### config.mk
export PLATFORM = sky130hd
export DESIGN_NAME = abec_device_flat
export DESIGN_NICKNAME = d
export VERILOG_FILES = /design/src/rtl/abec_pkg.sv /design/src/rtl/abec_if.sv /design/src/rtl/abec_device.sv /design/src/flat_wrapper.sv
export SDC_FILE = /design/constraint.sdc
export NUM_CORES = 1
export LEC_CHECK = 0
export BUFFER_PORTS_ARGS = -buffer_cell sky130_fd_sc_hd__clkbuf_2
export CAP_MARGIN = 20
export CELL_PAD_IN_SITES_DETAIL_PLACEMENT = 1
export CELL_PAD_IN_SITES_GLOBAL_PLACEMENT = 1
export CORE_MARGIN = 2
export CORE_UTILIZATION = 39
export DETAILED_ROUTE_END_ITERATION = 16
export GPL_ROUTABILITY_DRIVEN = 0
export GPL_TIMING_DRIVEN = 0
export PLACE_DENSITY = 0.83
export SKIP_LAST_GASP = 1
export SLEW_MARGIN = 20
export SYNTH_ARGS = -nofsm -noshare
export SYNTH_HDL_FRONTEND = slang
export SYNTH_SLANG_ARGS = --single-unit
### constraint.sdc
create_clock -name pclk -period 2.2 [get_ports pclk]
set_clock_uncertainty 0.05 [all_clocks]
set_input_delay 0.33 -clock pclk [delete_from_list [all_inputs] [get_ports pclk]]
set_output_delay 0.33 -clock pclk [all_outputs]
set_load 0.03 [all_outputs]
### src/rtl/abec_pkg.sv
package abec_pkg;
  // ----------------------------------------------------------------
  // timing
  // ----------------------------------------------------------------
  localparam int CLK_NS     = 20;
  localparam int RX_LAT_NS  = 21000;
  localparam int TX_LAT_NS  = 9000;
  localparam int RX_LAT_CYC = RX_LAT_NS / CLK_NS;
  localparam int TX_LAT_CYC = TX_LAT_NS / CLK_NS;
  localparam int RESET_CYC  = 16;

  // ----------------------------------------------------------------
  // device register indices on the link
  // ----------------------------------------------------------------
  localparam logic [2:0] IDX_BER   = 3'h0;
  localparam logic [2:0] IDX_PINIT = 3'h1;
  localparam logic [2:0] IDX_PD1   = 3'h2;
  localparam logic [2:0] IDX_PD2   = 3'h3;
  localparam logic [2:0] IDX_DIAG  = 3'h4;
  localparam logic [2:0] IDX_CTRL  = 3'h5;

  // bus error register fields
  localparam int BER_SUMMARY = 31;
  localparam int BER_HALT    = 29;
  localparam int BER_NRESET  = 28;
  localparam int BER_PAR     = 23;
  localparam int BER_WSEQ    = 22;
  localparam int BER_RDNAK   = 21;
  localparam int BER_WDNAK   = 20;
  localparam int BER_NORSP   = 18;
  localparam int BER_RSEQ    = 17;
  localparam int BER_RERSP   = 16;
  localparam int BER_CMDNAK  = 15;
  localparam int BER_TMO     = 13;
  localparam logic [31:0] BER_FLAGS = 32'h00f7_a000;
  localparam logic [31:0] BER_RESET = 32'h0000_0000;

  // diag register fields
  localparam int DIAG_GNT_TMO = 0;
  localparam int DIAG_TX_STOP = 1;
  localparam int DIAG_RX_STOP = 2;

  // error status codes posted to the datamove / peek register
  localparam logic [3:0] ST_NORSP  = 4'h1;
  localparam logic [3:0] ST_RERSP  = 4'h2;
  localparam logic [3:0] ST_CMDNAK = 4'h3;
  localparam logic [3:0] ST_TMO    = 4'h4;

  // restart of the embedded processor after a node halt
  localparam logic [7:0]  RESTART_CODE = 8'h02;
  localparam logic [31:0] BOOT_ADDR    = 32'h2004_0000;

  // ----------------------------------------------------------------
  // host controller map (apb byte addresses)
  // ----------------------------------------------------------------
  localparam logic [7:0] HA_CMD   = 8'h00;
  localparam logic [7:0] HA_WDATA = 8'h04;
  localparam logic [7:0] HA_RDATA = 8'h08;
  localparam logic [7:0] HA_STAT  = 8'h0c;
  localparam logic [7:0] HA_PD1   = 8'h10;
  localparam logic [7:0] HA_PD2   = 8'h14;

  typedef enum logic [1:0] {OP_RAW, OP_HALT, OP_NRESET, OP_INIT} abec_op_e;
endpackage
### src/rtl/abec_if.sv
`timescale 1ns/1ps
interface abec_if;
  logic        req;
  logic        we;
  logic [2:0]  addr;
  logic [31:0] wdata;
  logic        ack;
  logic [31:0] rdata;
  logic        err_irq;

  modport dev (input req, input we, input addr, input wdata,
               output ack, output rdata, output err_irq);
  modport hst (output req, output we, output addr, output wdata,
               input ack, input rdata, input err_irq);
endinterface

### src/rtl/abec_device.sv
`timescale 1ns/1ps
module abec_device
  import abec_pkg::*;
#(
  parameter int RX_CYC = abec_pkg::RX_LAT_CYC,
  parameter int TX_CYC = abec_pkg::TX_LAT_CYC
) (
  input  wire logic  pclk,
  input  wire logic  presetn,
  abec_if.dev        lnk,
  input  wire logic  ev_parity,
  input  wire logic  ev_wr_seq,
  input  wire logic  ev_rd_data_noack,
  input  wire logic  ev_wr_data_noack,
  input  wire logic  ev_no_rd_rsp,
  input  wire logic  ev_rd_seq,
  input  wire logic  ev_rd_err_rsp,
  input  wire logic  ev_cmd_noack,
  input  wire logic  ev_timeout,
  output logic       bus_noack,
  output logic       dm_status_wr,
  output logic [3:0] dm_status,
  output logic       cpu_halt,
  output logic       cpu_restart,
  output logic [7:0] cpu_restart_code,
  output logic [31:0] cpu_boot_addr,
  output logic       cpu_err,
  output logic       cpu_nmi,
  input  wire logic  power_fail,
  input  wire logic  grant_timeout,
  input  wire logic  local_parity_err,
  input  wire logic  lan_is_master,
  input  wire logic  rx_dma_wait,
  input  wire logic  tx_dma_wait,
  input  wire logic  lan_restart,
  output logic       lan_mem_err,
  output logic       rx_partial,
  output logic       tx_enable,
  output logic       rx_enable,
  output logic       node_resetting,
  output logic       port_init,
  output logic [31:0] port_data_one,
  output logic [31:0] port_data_two
);
  import abec_pkg::*;

  // ----------------------------------------------------------------
  // state
  // ----------------------------------------------------------------
  logic [31:0] ber_r,  ber_nxt;
  logic [31:0] pd1_r,  pd1_nxt;
  logic [31:0] pd2_r,  pd2_nxt;
  logic        ien_r,  ien_nxt;
  logic        gto_r,  gto_nxt;
  logic        txs_r,  txs_nxt;
  logic        rxs_r,  rxs_nxt;
  logic        ack_r,  ack_nxt;
  logic [31:0] rd_r,   rd_nxt;
  logic        init_r, init_nxt;
  logic        hlt_d_r;
  logic        rst_r,  rst_nxt;
  logic [4:0]  rcnt_r, rcnt_nxt;
  logic [15:0] rxc_r,  rxc_nxt;
  logic [15:0] txc_r,  txc_nxt;
  logic        rxp_r,  rxp_nxt;
  logic        sw_r,   sw_nxt;
  logic [3:0]  st_r,   st_nxt;
  logic        mem_err;
  logic        wr;
  logic [31:0] set_v;

  assign wr      = lnk.req & lnk.we & ~ack_r & ~rst_r;
  // lan sees a memory error when local parity trips under its mastership
  assign mem_err = local_parity_err & lan_is_master;

  // ----------------------------------------------------------------
  // next state
  // ----------------------------------------------------------------
  always_comb begin
    set_v            = '0;
    set_v[BER_PAR]   = ev_parity;
    set_v[BER_WSEQ]  = ev_wr_seq;
    set_v[BER_RDNAK] = ev_rd_data_noack;
    set_v[BER_WDNAK] = ev_wr_data_noack;
    set_v[BER_NORSP] = ev_no_rd_rsp;
    set_v[BER_RSEQ]  = ev_rd_seq;
    set_v[BER_RERSP] = ev_rd_err_rsp;
    set_v[BER_CMDNAK] = ev_cmd_noack;
    set_v[BER_TMO]   = ev_timeout;
    ber_nxt  = ber_r;
    pd1_nxt  = pd1_r;
    pd2_nxt  = pd2_r;
    ien_nxt  = ien_r;
    init_nxt = 1'b0;
    ack_nxt  = 1'b0;
    rd_nxt   = rd_r;
    rst_nxt  = rst_r;
    rcnt_nxt = rcnt_r;
    // host accesses: one-cycle ack, stalled while the node resets
    if (lnk.req & ~ack_r & ~rst_r) begin
      ack_nxt = 1'b1;
      case (lnk.addr)
        IDX_BER:  rd_nxt = ber_r;
        IDX_PD1:  rd_nxt = pd1_r;
        IDX_PD2:  rd_nxt = pd2_r;
        IDX_DIAG: rd_nxt = {29'h0, rxs_r, txs_r, gto_r};
        IDX_CTRL: rd_nxt = {31'h0, ien_r};
        default:  rd_nxt = 32'h0;
      endcase
    end
    if (wr) begin
      case (lnk.addr)
        IDX_BER: begin
          ber_nxt[BER_HALT] = lnk.wdata[BER_HALT];
          ber_nxt = ber_nxt & ~(lnk.wdata & BER_FLAGS);
          rst_nxt = lnk.wdata[BER_NRESET];
        end
        IDX_PINIT: init_nxt = 1'b1;
        IDX_PD1:   pd1_nxt = lnk.wdata;
        IDX_PD2:   pd2_nxt = lnk.wdata;
        IDX_CTRL:  ien_nxt = lnk.wdata[0];
        default:   ;
      endcase
    end
    // set after clear so an event in the clearing cycle is kept
    ber_nxt = ber_nxt | set_v;
    ber_nxt[BER_SUMMARY] = |(ber_nxt & BER_FLAGS);
    // node reset: bus error, port data and irq enable back to power-up values for a while
    if (rst_r) begin
      rcnt_nxt = rcnt_r + 5'h1;
      ber_nxt  = BER_RESET;
      pd1_nxt  = '0;
      pd2_nxt  = '0;
      ien_nxt  = 1'b0;
      if (rcnt_r == 5'(RESET_CYC - 1)) begin
        rst_nxt  = 1'b0;
        rcnt_nxt = '0;
      end
    end
  end

  // lan side: latency watchdogs and shutdowns
  always_comb begin
    gto_nxt = gto_r | grant_timeout;
    rxp_nxt = 1'b0;
    rxc_nxt = rx_dma_wait ? rxc_r : '0;
    txc_nxt = tx_dma_wait ? txc_r : '0;
    txs_nxt = txs_r;
    rxs_nxt = rxs_r;
    if (rx_dma_wait & (rxc_r <= 16'(RX_CYC)))
      rxc_nxt = rxc_r + 16'h1;
    if (tx_dma_wait & (txc_r <= 16'(TX_CYC)))
      txc_nxt = txc_r + 16'h1;
    // rx overflow only loses the packet; both directions keep running
    if (rx_dma_wait & (rxc_r == 16'(RX_CYC)))
      rxp_nxt = 1'b1;
    if (lan_restart) begin
      txs_nxt = 1'b0;
      rxs_nxt = 1'b0;
    end
    if (tx_dma_wait & (txc_r == 16'(TX_CYC)))
      txs_nxt = 1'b1;
    if (mem_err) begin
      txs_nxt = 1'b1;
      rxs_nxt = 1'b1;
    end
    if (rst_r) begin
      gto_nxt = 1'b0;
      txs_nxt = 1'b0;
      rxs_nxt = 1'b0;
    end
    // status to datamove/peek; timeout outranks the others
    sw_nxt = 1'b1;
    st_nxt = st_r;
    if (ev_timeout)         st_nxt = ST_TMO;
    else if (ev_cmd_noack)  st_nxt = ST_CMDNAK;
    else if (ev_rd_err_rsp) st_nxt = ST_RERSP;
    else if (ev_no_rd_rsp)  st_nxt = ST_NORSP;
    else                    sw_nxt = 1'b0;
  end

  // ----------------------------------------------------------------
  // registers
  // ----------------------------------------------------------------
  always_ff @(posedge pclk or negedge presetn) begin
    if (!presetn) begin
      ber_r   <= BER_RESET;
      pd1_r   <= '0;
      pd2_r   <= '0;
      ien_r   <= 1'b0;
      gto_r   <= 1'b0;
      txs_r   <= 1'b0;
      rxs_r   <= 1'b0;
      ack_r   <= 1'b0;
      rd_r    <= '0;
      init_r  <= 1'b0;
      hlt_d_r <= 1'b0;
      rst_r   <= 1'b0;
      rcnt_r  <= '0;
      rxc_r   <= '0;
      txc_r   <= '0;
      rxp_r   <= 1'b0;
      sw_r    <= 1'b0;
      st_r    <= '0;
    end else begin
      ber_r   <= ber_nxt;
      pd1_r   <= pd1_nxt;
      pd2_r   <= pd2_nxt;
      ien_r   <= ien_nxt;
      gto_r   <= gto_nxt;
      txs_r   <= txs_nxt;
      rxs_r   <= rxs_nxt;
      ack_r   <= ack_nxt;
      rd_r    <= rd_nxt;
      init_r  <= init_nxt;
      hlt_d_r <= ber_r[BER_HALT];
      rst_r   <= rst_nxt;
      rcnt_r  <= rcnt_nxt;
      rxc_r   <= rxc_nxt;
      txc_r   <= txc_nxt;
      rxp_r   <= rxp_nxt;
      sw_r    <= sw_nxt;
      st_r    <= st_nxt;
    end
  end

  // ----------------------------------------------------------------
  // outputs
  // ----------------------------------------------------------------
  assign lnk.ack     = ack_r;
  assign lnk.rdata   = rd_r;
  assign lnk.err_irq = ber_r[BER_SUMMARY] & ien_r;
  // parity and write sequence faults refuse the transaction
  assign bus_noack   = ev_parity | ev_wr_seq;
  assign dm_status_wr = sw_r;
  assign dm_status   = st_r;
  assign cpu_halt    = ber_r[BER_HALT];
  // restart fires on the release of halt
  assign cpu_restart = hlt_d_r & ~ber_r[BER_HALT];
  assign cpu_restart_code = RESTART_CODE;
  assign cpu_boot_addr = BOOT_ADDR;
  assign cpu_err     = gto_r;
  assign cpu_nmi     = power_fail;
  assign lan_mem_err = mem_err;
  assign rx_partial  = rxp_r;
  assign tx_enable   = ~txs_r;
  assign rx_enable   = ~rxs_r;
  assign node_resetting = rst_r;
  assign port_init   = init_r;
  assign port_data_one = pd1_r;
  assign port_data_two = pd2_r;
endmodule

### src/flat_wrapper.sv
// flat-port wrapper written by rule: the top's interface ports become plain ports
module abec_device_flat import abec_pkg::*;
#(
  parameter int RX_CYC = abec_pkg::RX_LAT_CYC,
  parameter int TX_CYC = abec_pkg::TX_LAT_CYC
)
  (pclk, presetn, ev_parity, ev_wr_seq, ev_rd_data_noack, ev_wr_data_noack, ev_no_rd_rsp, ev_rd_seq, ev_rd_err_rsp, ev_cmd_noack, ev_timeout, bus_noack, dm_status_wr, dm_status, cpu_halt, cpu_restart, cpu_restart_code, cpu_boot_addr, cpu_err, cpu_nmi, power_fail, grant_timeout, local_parity_err, lan_is_master, rx_dma_wait, tx_dma_wait, lan_restart, lan_mem_err, rx_partial, tx_enable, rx_enable, node_resetting, port_init, port_data_one, port_data_two, lnk_req, lnk_we, lnk_addr, lnk_wdata, lnk_ack, lnk_rdata, lnk_err_irq);
  abec_if lnk_i ();
  input  wire logic pclk;
  input  wire logic presetn;
  input  wire logic ev_parity;
  input  wire logic ev_wr_seq;
  input  wire logic ev_rd_data_noack;
  input  wire logic ev_wr_data_noack;
  input  wire logic ev_no_rd_rsp;
  input  wire logic ev_rd_seq;
  input  wire logic ev_rd_err_rsp;
  input  wire logic ev_cmd_noack;
  input  wire logic ev_timeout;
  output logic bus_noack;
  output logic dm_status_wr;
  output logic [3:0] dm_status;
  output logic cpu_halt;
  output logic cpu_restart;
  output logic [7:0] cpu_restart_code;
  output logic [31:0] cpu_boot_addr;
  output logic cpu_err;
  output logic cpu_nmi;
  input  wire logic power_fail;
  input  wire logic grant_timeout;
  input  wire logic local_parity_err;
  input  wire logic lan_is_master;
  input  wire logic rx_dma_wait;
  input  wire logic tx_dma_wait;
  input  wire logic lan_restart;
  output logic lan_mem_err;
  output logic rx_partial;
  output logic tx_enable;
  output logic rx_enable;
  output logic node_resetting;
  output logic port_init;
  output logic [31:0] port_data_one;
  output logic [31:0] port_data_two;
  input wire logic [$bits(lnk_i.req)-1:0] lnk_req;
  input wire logic [$bits(lnk_i.we)-1:0] lnk_we;
  input wire logic [$bits(lnk_i.addr)-1:0] lnk_addr;
  input wire logic [$bits(lnk_i.wdata)-1:0] lnk_wdata;
  output wire logic [$bits(lnk_i.ack)-1:0] lnk_ack;
  output wire logic [$bits(lnk_i.rdata)-1:0] lnk_rdata;
  output wire logic [$bits(lnk_i.err_irq)-1:0] lnk_err_irq;
  assign lnk_i.req = lnk_req;
  assign lnk_i.we = lnk_we;
  assign lnk_i.addr = lnk_addr;
  assign lnk_i.wdata = lnk_wdata;
  assign lnk_ack = lnk_i.ack;
  assign lnk_rdata = lnk_i.rdata;
  assign lnk_err_irq = lnk_i.err_irq;
  abec_device #(.RX_CYC(RX_CYC), .TX_CYC(TX_CYC)) u_core (.pclk(pclk), .presetn(presetn), .lnk(lnk_i), .ev_parity(ev_parity), .ev_wr_seq(ev_wr_seq), .ev_rd_data_noack(ev_rd_data_noack), .ev_wr_data_noack(ev_wr_data_noack), .ev_no_rd_rsp(ev_no_rd_rsp), .ev_rd_seq(ev_rd_seq), .ev_rd_err_rsp(ev_rd_err_rsp), .ev_cmd_noack(ev_cmd_noack), .ev_timeout(ev_timeout), .bus_noack(bus_noack), .dm_status_wr(dm_status_wr), .dm_status(dm_status), .cpu_halt(cpu_halt), .cpu_restart(cpu_restart), .cpu_restart_code(cpu_restart_code), .cpu_boot_addr(cpu_boot_addr), .cpu_err(cpu_err), .cpu_nmi(cpu_nmi), .power_fail(power_fail), .grant_timeout(grant_timeout), .local_parity_err(local_parity_err), .lan_is_master(lan_is_master), .rx_dma_wait(rx_dma_wait), .tx_dma_wait(tx_dma_wait), .lan_restart(lan_restart), .lan_mem_err(lan_mem_err), .rx_partial(rx_partial), .tx_enable(tx_enable), .rx_enable(rx_enable), .node_resetting(node_resetting), .port_init(port_init), .port_data_one(port_data_one), .port_data_two(port_data_two));
endmodule
-- Word-level counts from Yosys, hierarchy flattened
Index checks and enable logic that the tools add are counted.
- flip-flop bits (word level): 179
- input port bits: 55
- output and inout bits: 154
- logic and storage cells: 108
- add/sub/neg operators: 3
- order comparisons: 2
- equal/unequal tests: 10
- mux-type cells: 41
- bitwise operators: 22
- reduce and logical (&&, ||, !) cells: 12
- operator list (operator ; count):
    32-bit 2-to-1 mux ; 7
    32-bit one-hot mux with 5 select lines ; 1
    16-bit 2-to-1 mux ; 4
    31-bit 2-to-1 mux ; 2
    16-bit by 1-bit adder with 16-bit output (second input constant) ; 2
    31-bit AND ; 1
    24-bit inverter with 31-bit output ; 1
    31-bit by 24-bit OR with 31-bit output ; 1
    1-bit 2-to-1 mux ; 22
    16-bit by 11-bit equality test with 1-bit output (second input constant) ; 1
    16-bit by 9-bit equality test with 1-bit output (second input constant) ; 1
    16-bit by 11-bit less-or-equal comparator with 1-bit output (second input constant) ; 1
    16-bit by 9-bit less-or-equal comparator with 1-bit output (second input constant) ; 1
    4-bit 2-to-1 mux ; 4
    1-bit AND ; 12
    9-bit OR reduction ; 1
    2-bit nonzero test ; 4
    4-bit nonzero test ; 2
    3-bit by 2-bit equality test with 1-bit output (second input constant) ; 2
    3-bit equality test (second input constant) ; 2
    2-bit AND reduction ; 3
    5-bit by 1-bit adder with 5-bit output (second input constant) ; 1
    5-bit by 4-bit equality test with 1-bit output (second input constant) ; 1
    5-bit 2-to-1 mux ; 1
    other kinds (6) ; 12

-- Depth between registers and ports, before layout
Gate-level depths: netlist of the first run.
- depth after elaboration: 7
- depth in mapped cells: 8
- mapped depth without buffers: 7

-- Worst setup path after synthesis of the first run
No wires, ideal clock.
- kind: flip-flop to flip-flop
- start: register u_core.rxc_r[13]
- end: register u_core.rxc_r[9]
- library setup time: 0.077 ns
- data arrival time: 1.772 ns
- required time: 2.073 ns
- slack: 0.301 ns
- cell stages (with the launch flop): 6
- path buffers: 0
- clock period less this slack: 1.899 ns
- path through: dfrtp_1 > or4_4 > nor2_4 > nand4_2 > or4_1 > a21oi_1
- longest elaborated chain between the ends: 3
- elaborated cells on any way between the ends: 4
- classes of those cells: order compare: 1; eq/ne: 1; mux: 1; bitwise: 1
- RTL lines (what ; line ; source):
    start, declared ; abec_device.sv:63 ; logic [15:0] rxc_r, rxc_nxt;
    start signal, assigned ; abec_device.sv:219 ; rxc_r <= rxc_nxt;
    16-bit by 11-bit less-or-equal comparator with 1-bit output * ; abec_device.sv:150 ; if (rx_dma_wait & (rxc_r <= 16'(RX_CYC)))
    1-bit AND * ; abec_device.sv:150 ;
    2-bit by 1-bit != test with 1-bit output (no source line) or 16-bit 2-to-1 mux (tied branches) ; -- ;
Every way passes the cells marked *; elsewhere a longest branch is shown, timed or not.
A chain may end at the register's enable or synchronous reset.

-- Final worst setup path of the first run
Ends and elaborated chain as after synthesis.

==> impl_results.md, run 1 <==
- # setup viols final: 0
- Most frequent cell after synthesis: nand2_1
- CP Capture Type: flop
- Iteration-0 DRC count of the detailed router: 355
- Leakage power: 4.57 nW
- Clk root buf: clkbuf_16
- Power per cell area: 868 nW/µm²
- Util after Layout: 0.506
- Die area: 19800 µm²
- Inserted Clock Buffers: 17
- Drt drc: 0
- Die H: 141 µm
- Via count: 6420
- Diode count: 0
- Final Hold Vio Count: 0
- Worst rel slew slack: 0.483
- Routed len/inst: 18.9 µm
- Layout cells sized above 1: 0.275
- Hpwl dp: 16.5 mm
- Num ports: 209
- Top cells by count, synth: nand2_1, dfrtp_1, a21oi_1
- Post-DRT Antenna Nets: 0
- Synth area leaders: dfrtp_1, nand2_1, a21oi_1, buf_4, mux2i_1
- Pins over their slew limit: 0
- Vias in the first global route: 6546
- Layout Nets: 1052
- Worst Path Buf+Inv: 0
- Grt ovf: 0
- CP max-delay cell: or4_4
- Synth Area in XOR/XNOR: 0.0132
- Post-synthesis adder-cell area fraction: 0.00859
- Hold_ws: 67.3 ps
- Cells after synthesis: 769
- EDFF count, synth: 0
- Max-cap violations: 0
- CTS sink cnt: 157
- Syn-to-layout area delta: 26.0%
- Compound-Gate Fraction of Synth Area: 0.121
- Die X-Extent: 141 µm
- Family with the most delay on the worst path: simple AND/OR/NAND/NOR gates
- Syn. warnings: 0
- Least-Margin Pin Slew: 776 ps
- Share of the synthesized area in the top cell type: 0.539
- H-tree Lvls: 4
- Yosys cell types: 57
- DP Area: 8570 µm²
- FP Rows: 49
- Mux contribution to synthesized area: 0.0503
- Total Wirelength: 23.4 mm
- Worst Path Arrival: 2400 ps
- VDD IR max: 0.710 mV
- Main combinational cell family by area after synthesis: simple AND/OR/NAND/NOR gates
- Type of the tightest min-delay check: primary input to flop
- CP cell instances: or4_4 -> nor2_4 -> nand4_2 -> or4_1 -> a21oi_1
- Syn Area/Cell: 9.47 µm²
- Final Cycle Share: 0.955
- Mapped Area: 7280 µm²
- Clk_lat worst skew: 430 ps
- Clock transition at the registers of the reported paths: 60 ps
- Crit path time final: 2100 ps
- WS Path Type: flop to flop
- Flops & latches, synth: 157
- IO buf count: 164
- CTS tree: built
- FMAX: 0.476 GHz
- Worst EP required: 2500 ps
- Post-synthesis sequential area ratio: 0.539
- Setup Buffers After CTS: 0
- Share of flip-flops with an asynchronous set or reset: 1.00
- Simple logic cell fraction of the synthesized area: 0.189
- Initial antenna violation count: 0
- DRT Pass-1 Iters: 5
- Dominant synthesized flop cell: dfrtp_1
- Fin area: 9180 µm²
- Yosys top cell by area: dfrtp_1
- RSZ-0062 raised after global routing: false
- Max clock buf depth: 2
- Critical Path Source Type: flop
- Status: finished clean
- Tot Pwr: 7.97 mW
- Core Region: 18100 µm²
- Avg Vias per Cell: 5.20
- Crit path max fanout: 5
- Largest net degree at the start of global routing: 91
- Initial core utilization: 0.401
- First-pass GRT wire length: 36.1 mm
- Total Routing Usage GR: 0.235
- Slowest Stage Delay on Critical Path: 540 ps
-- metrics by stage --
step           TNS [ps]  setup WS, ps  instances
2_1_floorplan         0           301        808
3_3_place_gp    -331450         -2120       1201
3_5_place_dp       -599          -138       1202
4_1_cts               0          9.28       1235
5_1_grt               0          46.2       1234
6_report              0          99.7       1234
-- registers in the layout, indices dropped and copies added (netlist names), 3 cells and up --
| signal | cells |
|---|---|
| u_core.lnk.rdata | 32 |
| u_core.port_data_one | 32 |
| u_core.port_data_two | 32 |
| u_core.rxc_r | 16 |
| u_core.txc_r | 16 |
| u_core.ber_r | 11 |
| u_core.rcnt_r | 5 |
| u_core.dm_status | 3 |
-- final timing paths --
kind	start	end	slack [ps]	depth (start not counted)
worst min-delay path	grant_timeout	u_core.cpu_err	70	3
min in group asynchronous	presetn	u_core.lnk.rdata[24]	410	2
max in group asynchronous	presetn	u_core.port_data_one[15]	830	3
worst max-delay path	u_core.rxc_r[13]	u_core.rxc_r[9]	100	5
worst min register to register	u_core.lnk.rdata[28]	u_core.lnk.rdata[28]	430	2
worst max register to register	u_core.rxc_r[13]	u_core.rxc_r[9]	100	5
-- report_power, final --
part | total [mW] | switching (mW) | internal, mW
Clock | 2.94 | 1.24 | 1.70
Sequential | 3.40 | 0.253 | 3.15
Combinational | 1.62 | 1.16 | 0.458
Total | 7.97 | 2.65 | 5.31
-- layer usage --
metal | wire length [µm] | global-route usage | up-vias
met5 | 0 | 0 | -
met4 | 647 | 0.0921 | 0
met3 | 1100 | 0.0414 | 35
met2 | 11400 | 0.395 | 208
met1 | 10300 | 0.304 | 3228
li1 | - | - | 2949
-- what timing repair did --
item | 4_1_cts | 5_1_grt
endpoints found under the setup margin | 0 | 52
gates resized for setup | 0 | 6
hold endpoints to repair | 67 | 0
hold buffers | 1 | 0
-- cell type report --
cell class | count | area, µm²
well taps | 229 | 287
clock buffers | 19 | 443
plain buffers | 82 | 488
inverters | 20 | 75.1
multi-input cells | 548 | 2950
fillers | 2211 | 8970
flip-flops and latches | 157 | 3930
repair buffers | 166 | 867
clock inverters | 13 | 143
-- cells by family after synthesis --
| logic type | Yosys count |
|---|---|
| AOI/OAI and AO/OA | 155 |
| xor gates and xnor gates | 11 |
| adders and majority gates | 5 |
| buffers and inverters | 103 |
| DFF | 157 |
| muxes | 35 |
| other | 2 |
| and+or+nand+nor | 301 |
-- placed cells by master (no fill, tap or decap), drive strengths merged, types with 3 or more instances in the layout --
cell / instances
mux2: 13
clkinv: 5
or4: 7
nand2: 183
nor4: 4
and3: 3
a21oi: 81
mux2i: 22
dfrtp: 157
nand2b: 6
xor2: 4
buf: 56
and2: 20
o21ai: 39
ha: 5
inv: 21
or3: 4
nand3: 11
nand4: 11
clkbuf: 210
conb: 41
o31ai: 4
nor2b: 7
nor2: 34
xnor2: 7
clkinvlp: 5
a22oi: 12
nor3: 4
-- worst reg2reg max path: cells and delay by family (launching register included) --
kind / cells / cell delay, ps
AOI/OAI and AO/OA: 1 / 160
DFF: 1 / 380
and+or+nand+nor: 4 / 1430
Power figures use the tool's default switching activity.
==> inputs of run 2 (changes only) <==
Clock period 2.2 ns to 2.1 ns, I/O delays scaled along.
==> impl_results.md, run 2 (synthesized netlist as in run 1, its figures left out) <==
- Routed len/inst: 19.3 µm (+1.6%)
- Initial core utilization: 0.401 (unchanged)
- Layout Nets: 1063 (+1.0%)
- Post-DRT Antenna Nets: 0 (unchanged)
- Die X-Extent: 141 µm (unchanged)
- Leakage power: 4.63 nW (+1.3%)
- Final Hold Vio Count: 0 (unchanged)
- FMAX: 0.467 GHz (-1.9%)
- Via count: 6514 (+1.5%)
- Crit path time final: 2140 ps (+39.8 ps)
- Commonest non-fill, non-tap cell in the layout: nand2_1
- WHS Path Cells: 3 (unchanged)
- Max-cap violations: 0 (unchanged)
- Type of the tightest min-delay check: primary input to flop
- Syn-to-layout area delta: 27.5%
- Failing checks: setup timing
- WHS Endpoint: u_core.cpu_err
- Initial antenna violation count: 0 (unchanged)
- Flop2flop setup slack: -40 ps (-140 ps)
- Hold path startpoint: grant_timeout
- Drt drc: 0 (unchanged)
- Die area: 19800 µm² (unchanged)
- Pins over their slew limit: 0 (unchanged)
- Total Wirelength: 24.0 mm (+2.5%)
- Crit path max fanout: 6 (+1)
- Inserted Clock Buffers: 17 (unchanged)
- Avg Vias per Cell: 5.23 (+0.57%)
- Worst EP required: 2340 ps (-160 ps)
- Fin worst setup slack: -40.1 ps (-140 ps)
- Least-Margin Pin Slew: 772 ps (-3.45 ps)
- First-pass GRT wire length: 36.3 mm (+0.44%)
- Diode count: 0 (unchanged)
- Worst rel slew slack: 0.485 (+0.00230)
- Power per cell area: 899 nW/µm² (+3.6%)
- Layout cells sized above 1: 0.287 (+0.0128)
- FP Rows: 49 (unchanged)
- Status: finished with violations
- Core Region: 18100 µm² (unchanged)
- Max clock buf depth: 2 (unchanged)
- CTS sink cnt: 157 (unchanged)
- Hpwl dp: 16.5 mm (unchanged)
- Post-Place Cells: 1202 (unchanged)
- Vias in the first global route: 6540 (-0.092%)
- Setup total negative slack: -40.1 ps (-40.1 ps)
- H-tree Lvls: 4 (unchanged)
- Worst slack at placement: -223 ps (-85.0 ps)
- FF-to-FF End: u_core.rxc_r[5]
- Clk root buf: clkbuf_16
- Grt ovf: 0 (unchanged)
- CP Capture Type: flop
- Largest net degree at the start of global routing: 91 (unchanged)
- VDD IR max: 0.744 mV (+4.9%)
- Num ports: 209 (unchanged)
- Iteration-0 DRC count of the detailed router: 323 (-9.0%)
- # setup viols final: 1 (+1)
- Die H: 141 µm (unchanged)
- FF-to-FF Start: u_core.rxc_r[13]
- Final Cycle Share: 1.02 (+0.0644)
- WS Path Type: flop to flop
- Most frequent cells in the layout: nand2_1, clkbuf_2, dfrtp_1, a21oi_1, buf_4
- Hold_ws: 51.1 ps (-16.3 ps)
- Util after Layout: 0.512 (+0.00607)
- RSZ-0062 raised after global routing: true
- Clock transition at the registers of the reported paths: 60 ps (about the same)
- Critical Path Source Type: flop
- Final Instance Count excl. Fillers: 1245 (+0.89%)
- DRT Pass-1 Iters: 5 (unchanged)
- Worst Reg2Reg Path Length in Cells: 7 (+2)
- Clk_lat worst skew: 430 ps (about the same)
- Total Routing Usage GR: 0.236 (+0.000803)
- IO buf count: 164 (unchanged)
- Worst Path Arrival: 2380 ps (-20 ps)
- CTS tree: built
[run 2: where the power goes]
group	leakage, nW	internal (mW)	switching (mW)
Combinational	2.24	0.481	1.22
Clock	0.272	1.78	1.30
Sequential	2.12	3.30	0.263
[run 2: per-layer routing]
| layer | share of wire | track usage | wire, µm | vias to the layer above |
|---|---|---|---|---|
| met5 | 0 | 0 | 0 | - |
| li1 | - | - | - | 2978 |
| met4 | 0.029 | 0.0932 | 699 | 0 |
| met2 | 0.49 | 0.397 | 11700 | 211 |
| met1 | 0.43 | 0.305 | 10400 | 3283 |
| met3 | 0.051 | 0.0401 | 1220 | 42 |
[run 2: what timing repair did]
action                     in CTS  in global routing
hold endpoints to repair       67                  0
hold buffers                    1                  0
setup endpoints to repair      20                 80
pin swaps                       1                  6
resized for setup               4                 10
buffers inserted                1                 10
[run 2: cell type report]
cell class / count / area [µm²]
Buffer: 82 / 489
Sequential cell: 157 / 3930
Tap cell: 229 / 287
Fill cell: 2215 / 8860
Multi-Input combinational cell: 548 / 2980
Clock inverter: 13 / 143
Inverter: 20 / 75.1
Timing Repair Buffer: 177 / 947
Clock buffer: 19 / 443
[run 2: worst max-delay path by stage]
stage | start | endpoint | slack (ps) | cells past startpoint
finish | u_core.rxc_r[13] | u_core.rxc_r[5] | -40 | 7
global route | u_core.rxc_r[13] | u_core.rxc_r[5] | -90 | 7
CTS | u_core.rxc_r[13] | u_core.rxc_r[9] | 3 | 5
detailed placement | lnk_addr[0] | u_core.ber_r[31] | -220 | 7
global placement | presetn | u_core.txc_r[15] | -2210 | 1
floorplan | u_core.rxc_r[13] | u_core.rxc_r[9] | 200 | 5
[run 2: critical path, cell delays in order (launching register included)]
cell and delay, ps:
dfrtp_1 380, or4_4 550, nor2_4 190, nand3_2 140, buf_6 160, buf_4 130, o31ai_1 270, a21oi_1 130
[run 2: through the flow]
stage	total power [mW]	instance area [µm²]
finish	8.35	9290
global route	8.64	9290
CTS	8.37	9190
detailed placement	5.29	8570
global placement	5.22	8540
floorplan	4.61	7430
==> inputs of run 3 (changes only) <==
Settings changed: CORE_ASPECT_RATIO set to 1.25.
==> impl_results.md, run 3 (synthesized netlist as in run 1, its figures left out) <==
- Clk_lat worst skew: 430 ps (about the same)
- Syn-to-layout area delta: 28.3%
- Inserted Clock Buffers: 17 (unchanged)
- Largest net degree at the start of global routing: 87 (-4.4%)
- CTS sink cnt: 157 (unchanged)
- Crit path time final: 2060 ps (-76.4 ps)
- IO buf count: 164 (unchanged)
- Final Hold Vio Count: 0 (unchanged)
- Final Cycle Share: 0.983 (-0.0364)
- # fillers: 2185 (-1.4%)
- Iteration-0 DRC count of the detailed router: 412 (+28%)
- Die H: 157 µm (+11%)
- FF-to-FF End: u_core.rxc_r[9]
- Via count: 6476 (-0.58%)
- Routed len/inst: 19.7 µm (+2.3%)
- Post-DRT Antenna Nets: 0 (unchanged)
- Clk root buf: clkbuf_16
- Crit. Startpoint: u_core.rxc_r[13]
- Least-Margin Pin Slew: 842 ps (+69.5 ps)
- Commonest non-fill, non-tap cell in the layout: nand2_1
- Worst rel slew slack: 0.439 (-0.0463)
- Seq. cell area: 3930 µm² (about the same)
- Layout Nets: 1055 (-0.75%)
- H-tree Lvls: 4 (unchanged)
- Num ports: 209 (unchanged)
- Vias in the first global route: 6709 (+2.6%)
- Drt drc: 0 (unchanged)
- Multi-input logic area: 2980 µm² (about the same)
- Initial antenna violation count: 2 (+2)
- CP cell instances: or4_4 -> nor2_4 -> nand4_4 -> or4_4 -> a21oi_2
- Pins over their slew limit: 0 (unchanged)
- FMAX: 0.485 GHz (+3.7%)
- Critical Path Source Type: flop
- Critical path's most frequent cell: or4_4
- WS Path Type: flop to flop
- Total Routing Usage GR: 0.247 (+0.0111)
- Type of the tightest min-delay check: primary input to flop
- DRT Pass-1 Iters: 4 (-1)
- Die X-Extent: 126 µm (-10%)
- Worst EP required: 2410 ps (+70 ps)
- FP Rows: 55 (+12%)
- Max clock buf depth: 2 (unchanged)
- CP endpoint: u_core.rxc_r[9]
- Util after Layout: 0.512 (+0.000525)
- Leakage power: 4.65 nW (+0.60%)
- DP Area: 8570 µm² (about the same)
- Flop2flop setup slack: 40 ps (+80 ps)
- Crit path max fanout: 5 (-1)
- Grt ovf: 0 (unchanged)
- Max-cap violations: 0 (unchanged)
- CP max-delay cell: or4_4
- Status: finished clean
- First-pass GRT wire length: 37.4 mm (+3.0%)
- Power per cell area: 953 nW/µm² (+6.1%)
- Die area: 19800 µm² (about the same)
- Worst Path Arrival: 2370 ps (about the same)
- Fin worst setup slack: 36.2 ps (+76.4 ps)
- Clock transition at the registers of the reported paths: 70 ps (about the same)
- Fin area: 9350 µm² (+0.59%)
- Hpwl dp: 16.8 mm (+1.9%)
- CTS tree: built
- Most frequent cells in the layout: nand2_1, clkbuf_2, dfrtp_1, a21oi_1, buf_4
- FF-to-FF Start: u_core.rxc_r[13]
- Avg Vias per Cell: 5.24 (about the same)
- RSZ-0062 raised after global routing: true
- CP Capture Type: flop
- # setup viols final: 0 (-1)
- Worst Reg2Reg Path Length in Cells: 5 (-2)
- VDD IR max: 0.659 mV (-11%)
- Total Wirelength: 24.4 mm (+1.6%)
- Layout cells sized above 1: 0.285 (-0.00268)
- Initial core utilization: 0.399 (-0.00196)
- Worst slack at placement: -314 ps (-90.8 ps)
- Slowest Stage Delay on Critical Path: 550 ps (about the same)
- Core Region: 18200 µm² (+0.49%)
[run 3: cell count changes in the layout (fill, tap and decap cells not counted), moves of 2 or more]
| cell | previous run | this run |
|---|---|---|
| buf_2 | 10 | 8 |
| buf_4 | 52 | 45 |
| bufinv_16 | 2 | 6 |
| clkbuf_1 | 25 | 21 |
| clkbuf_2 | 167 | 169 |
| clkbuf_4 | 0 | 2 |
| clkinvlp_4 | 5 | 2 |
[run 3: layout make-up]
type | instances | area share
sequential | 157 | 0.420
multi-input combinational | 548 | 0.319
timing repair buffer | 169 | 0.0952
buffer | 82 | 0.0533
clock buffer | 19 | 0.0485
tap | 228 | 0.0305
clock inverter | 13 | 0.0252
inverter | 20 | 0.00803
antenna | 1 | 0.000268
[run 3: per-stage QoR]
step / cells / power (mW) / hold slack, ps / setup TNS (ps)
5_1_grt: 1236 / 9.24 / 59.8 / -72.3
2_1_floorplan: 808 / 4.61 / -30.6 / 0
4_1_cts: 1234 / 8.94 / 43.0 / -25.6
6_report: 1237 / 8.91 / 55.9 / 0
3_3_place_gp: 1200 / 5.23 / 411 / -347160
3_5_place_dp: 1201 / 5.30 / 322 / -8580
[run 3: critical path, delay by kind of cell (launching register included)]
kind / cells / cell delay (ps)
DFF: 1 / 370
and+or+nand+nor: 4 / 1440
AOI/OAI and AO/OA: 1 / 140
[run 3: repair_timing]
item | CTS | global route
endpoints found under the hold margin | 71 | 0
cloned | 0 | 0
hold buffers | 1 | 0
setup endpoints to repair | 26 | 72
buffers inserted | 0 | 3
resized for setup | 3 | 16
pin swaps | 0 | 2
[run 3: worst min-delay path by stage]
stage	slack (ps)	from	endpoint	depth (start not counted)
final	60	grant_timeout	u_core.cpu_err	3
after global routing	60	lnk_wdata[9]	u_core.port_data_one[9]	3
after CTS	40	grant_timeout	u_core.cpu_err	3
after global placement	410	u_core.lnk.rdata[10]	u_core.lnk.rdata[10]	2
after floorplan	-30	presetn	u_core.ber_r[13]	0
after detailed placement	320	presetn	u_core.lnk.rdata[8]	1
[run 3: per-layer routing]
| layer | track usage | up-vias | routed length (µm) |
|---|---|---|---|
| li1 | - | 2961 | - |
| met1 | 0.298 | 3222 | 9760 |
| met2 | 0.425 | 241 | 12400 |
| met3 | 0.0561 | 52 | 1340 |
| met4 | 0.104 | 0 | 851 |
| met5 | 0 | - | 0 |
[run 3: report_power, final]
part           switching (mW)  internal [mW]
registers               0.276           3.30
clock network            1.31           2.30
logic                    1.24          0.485
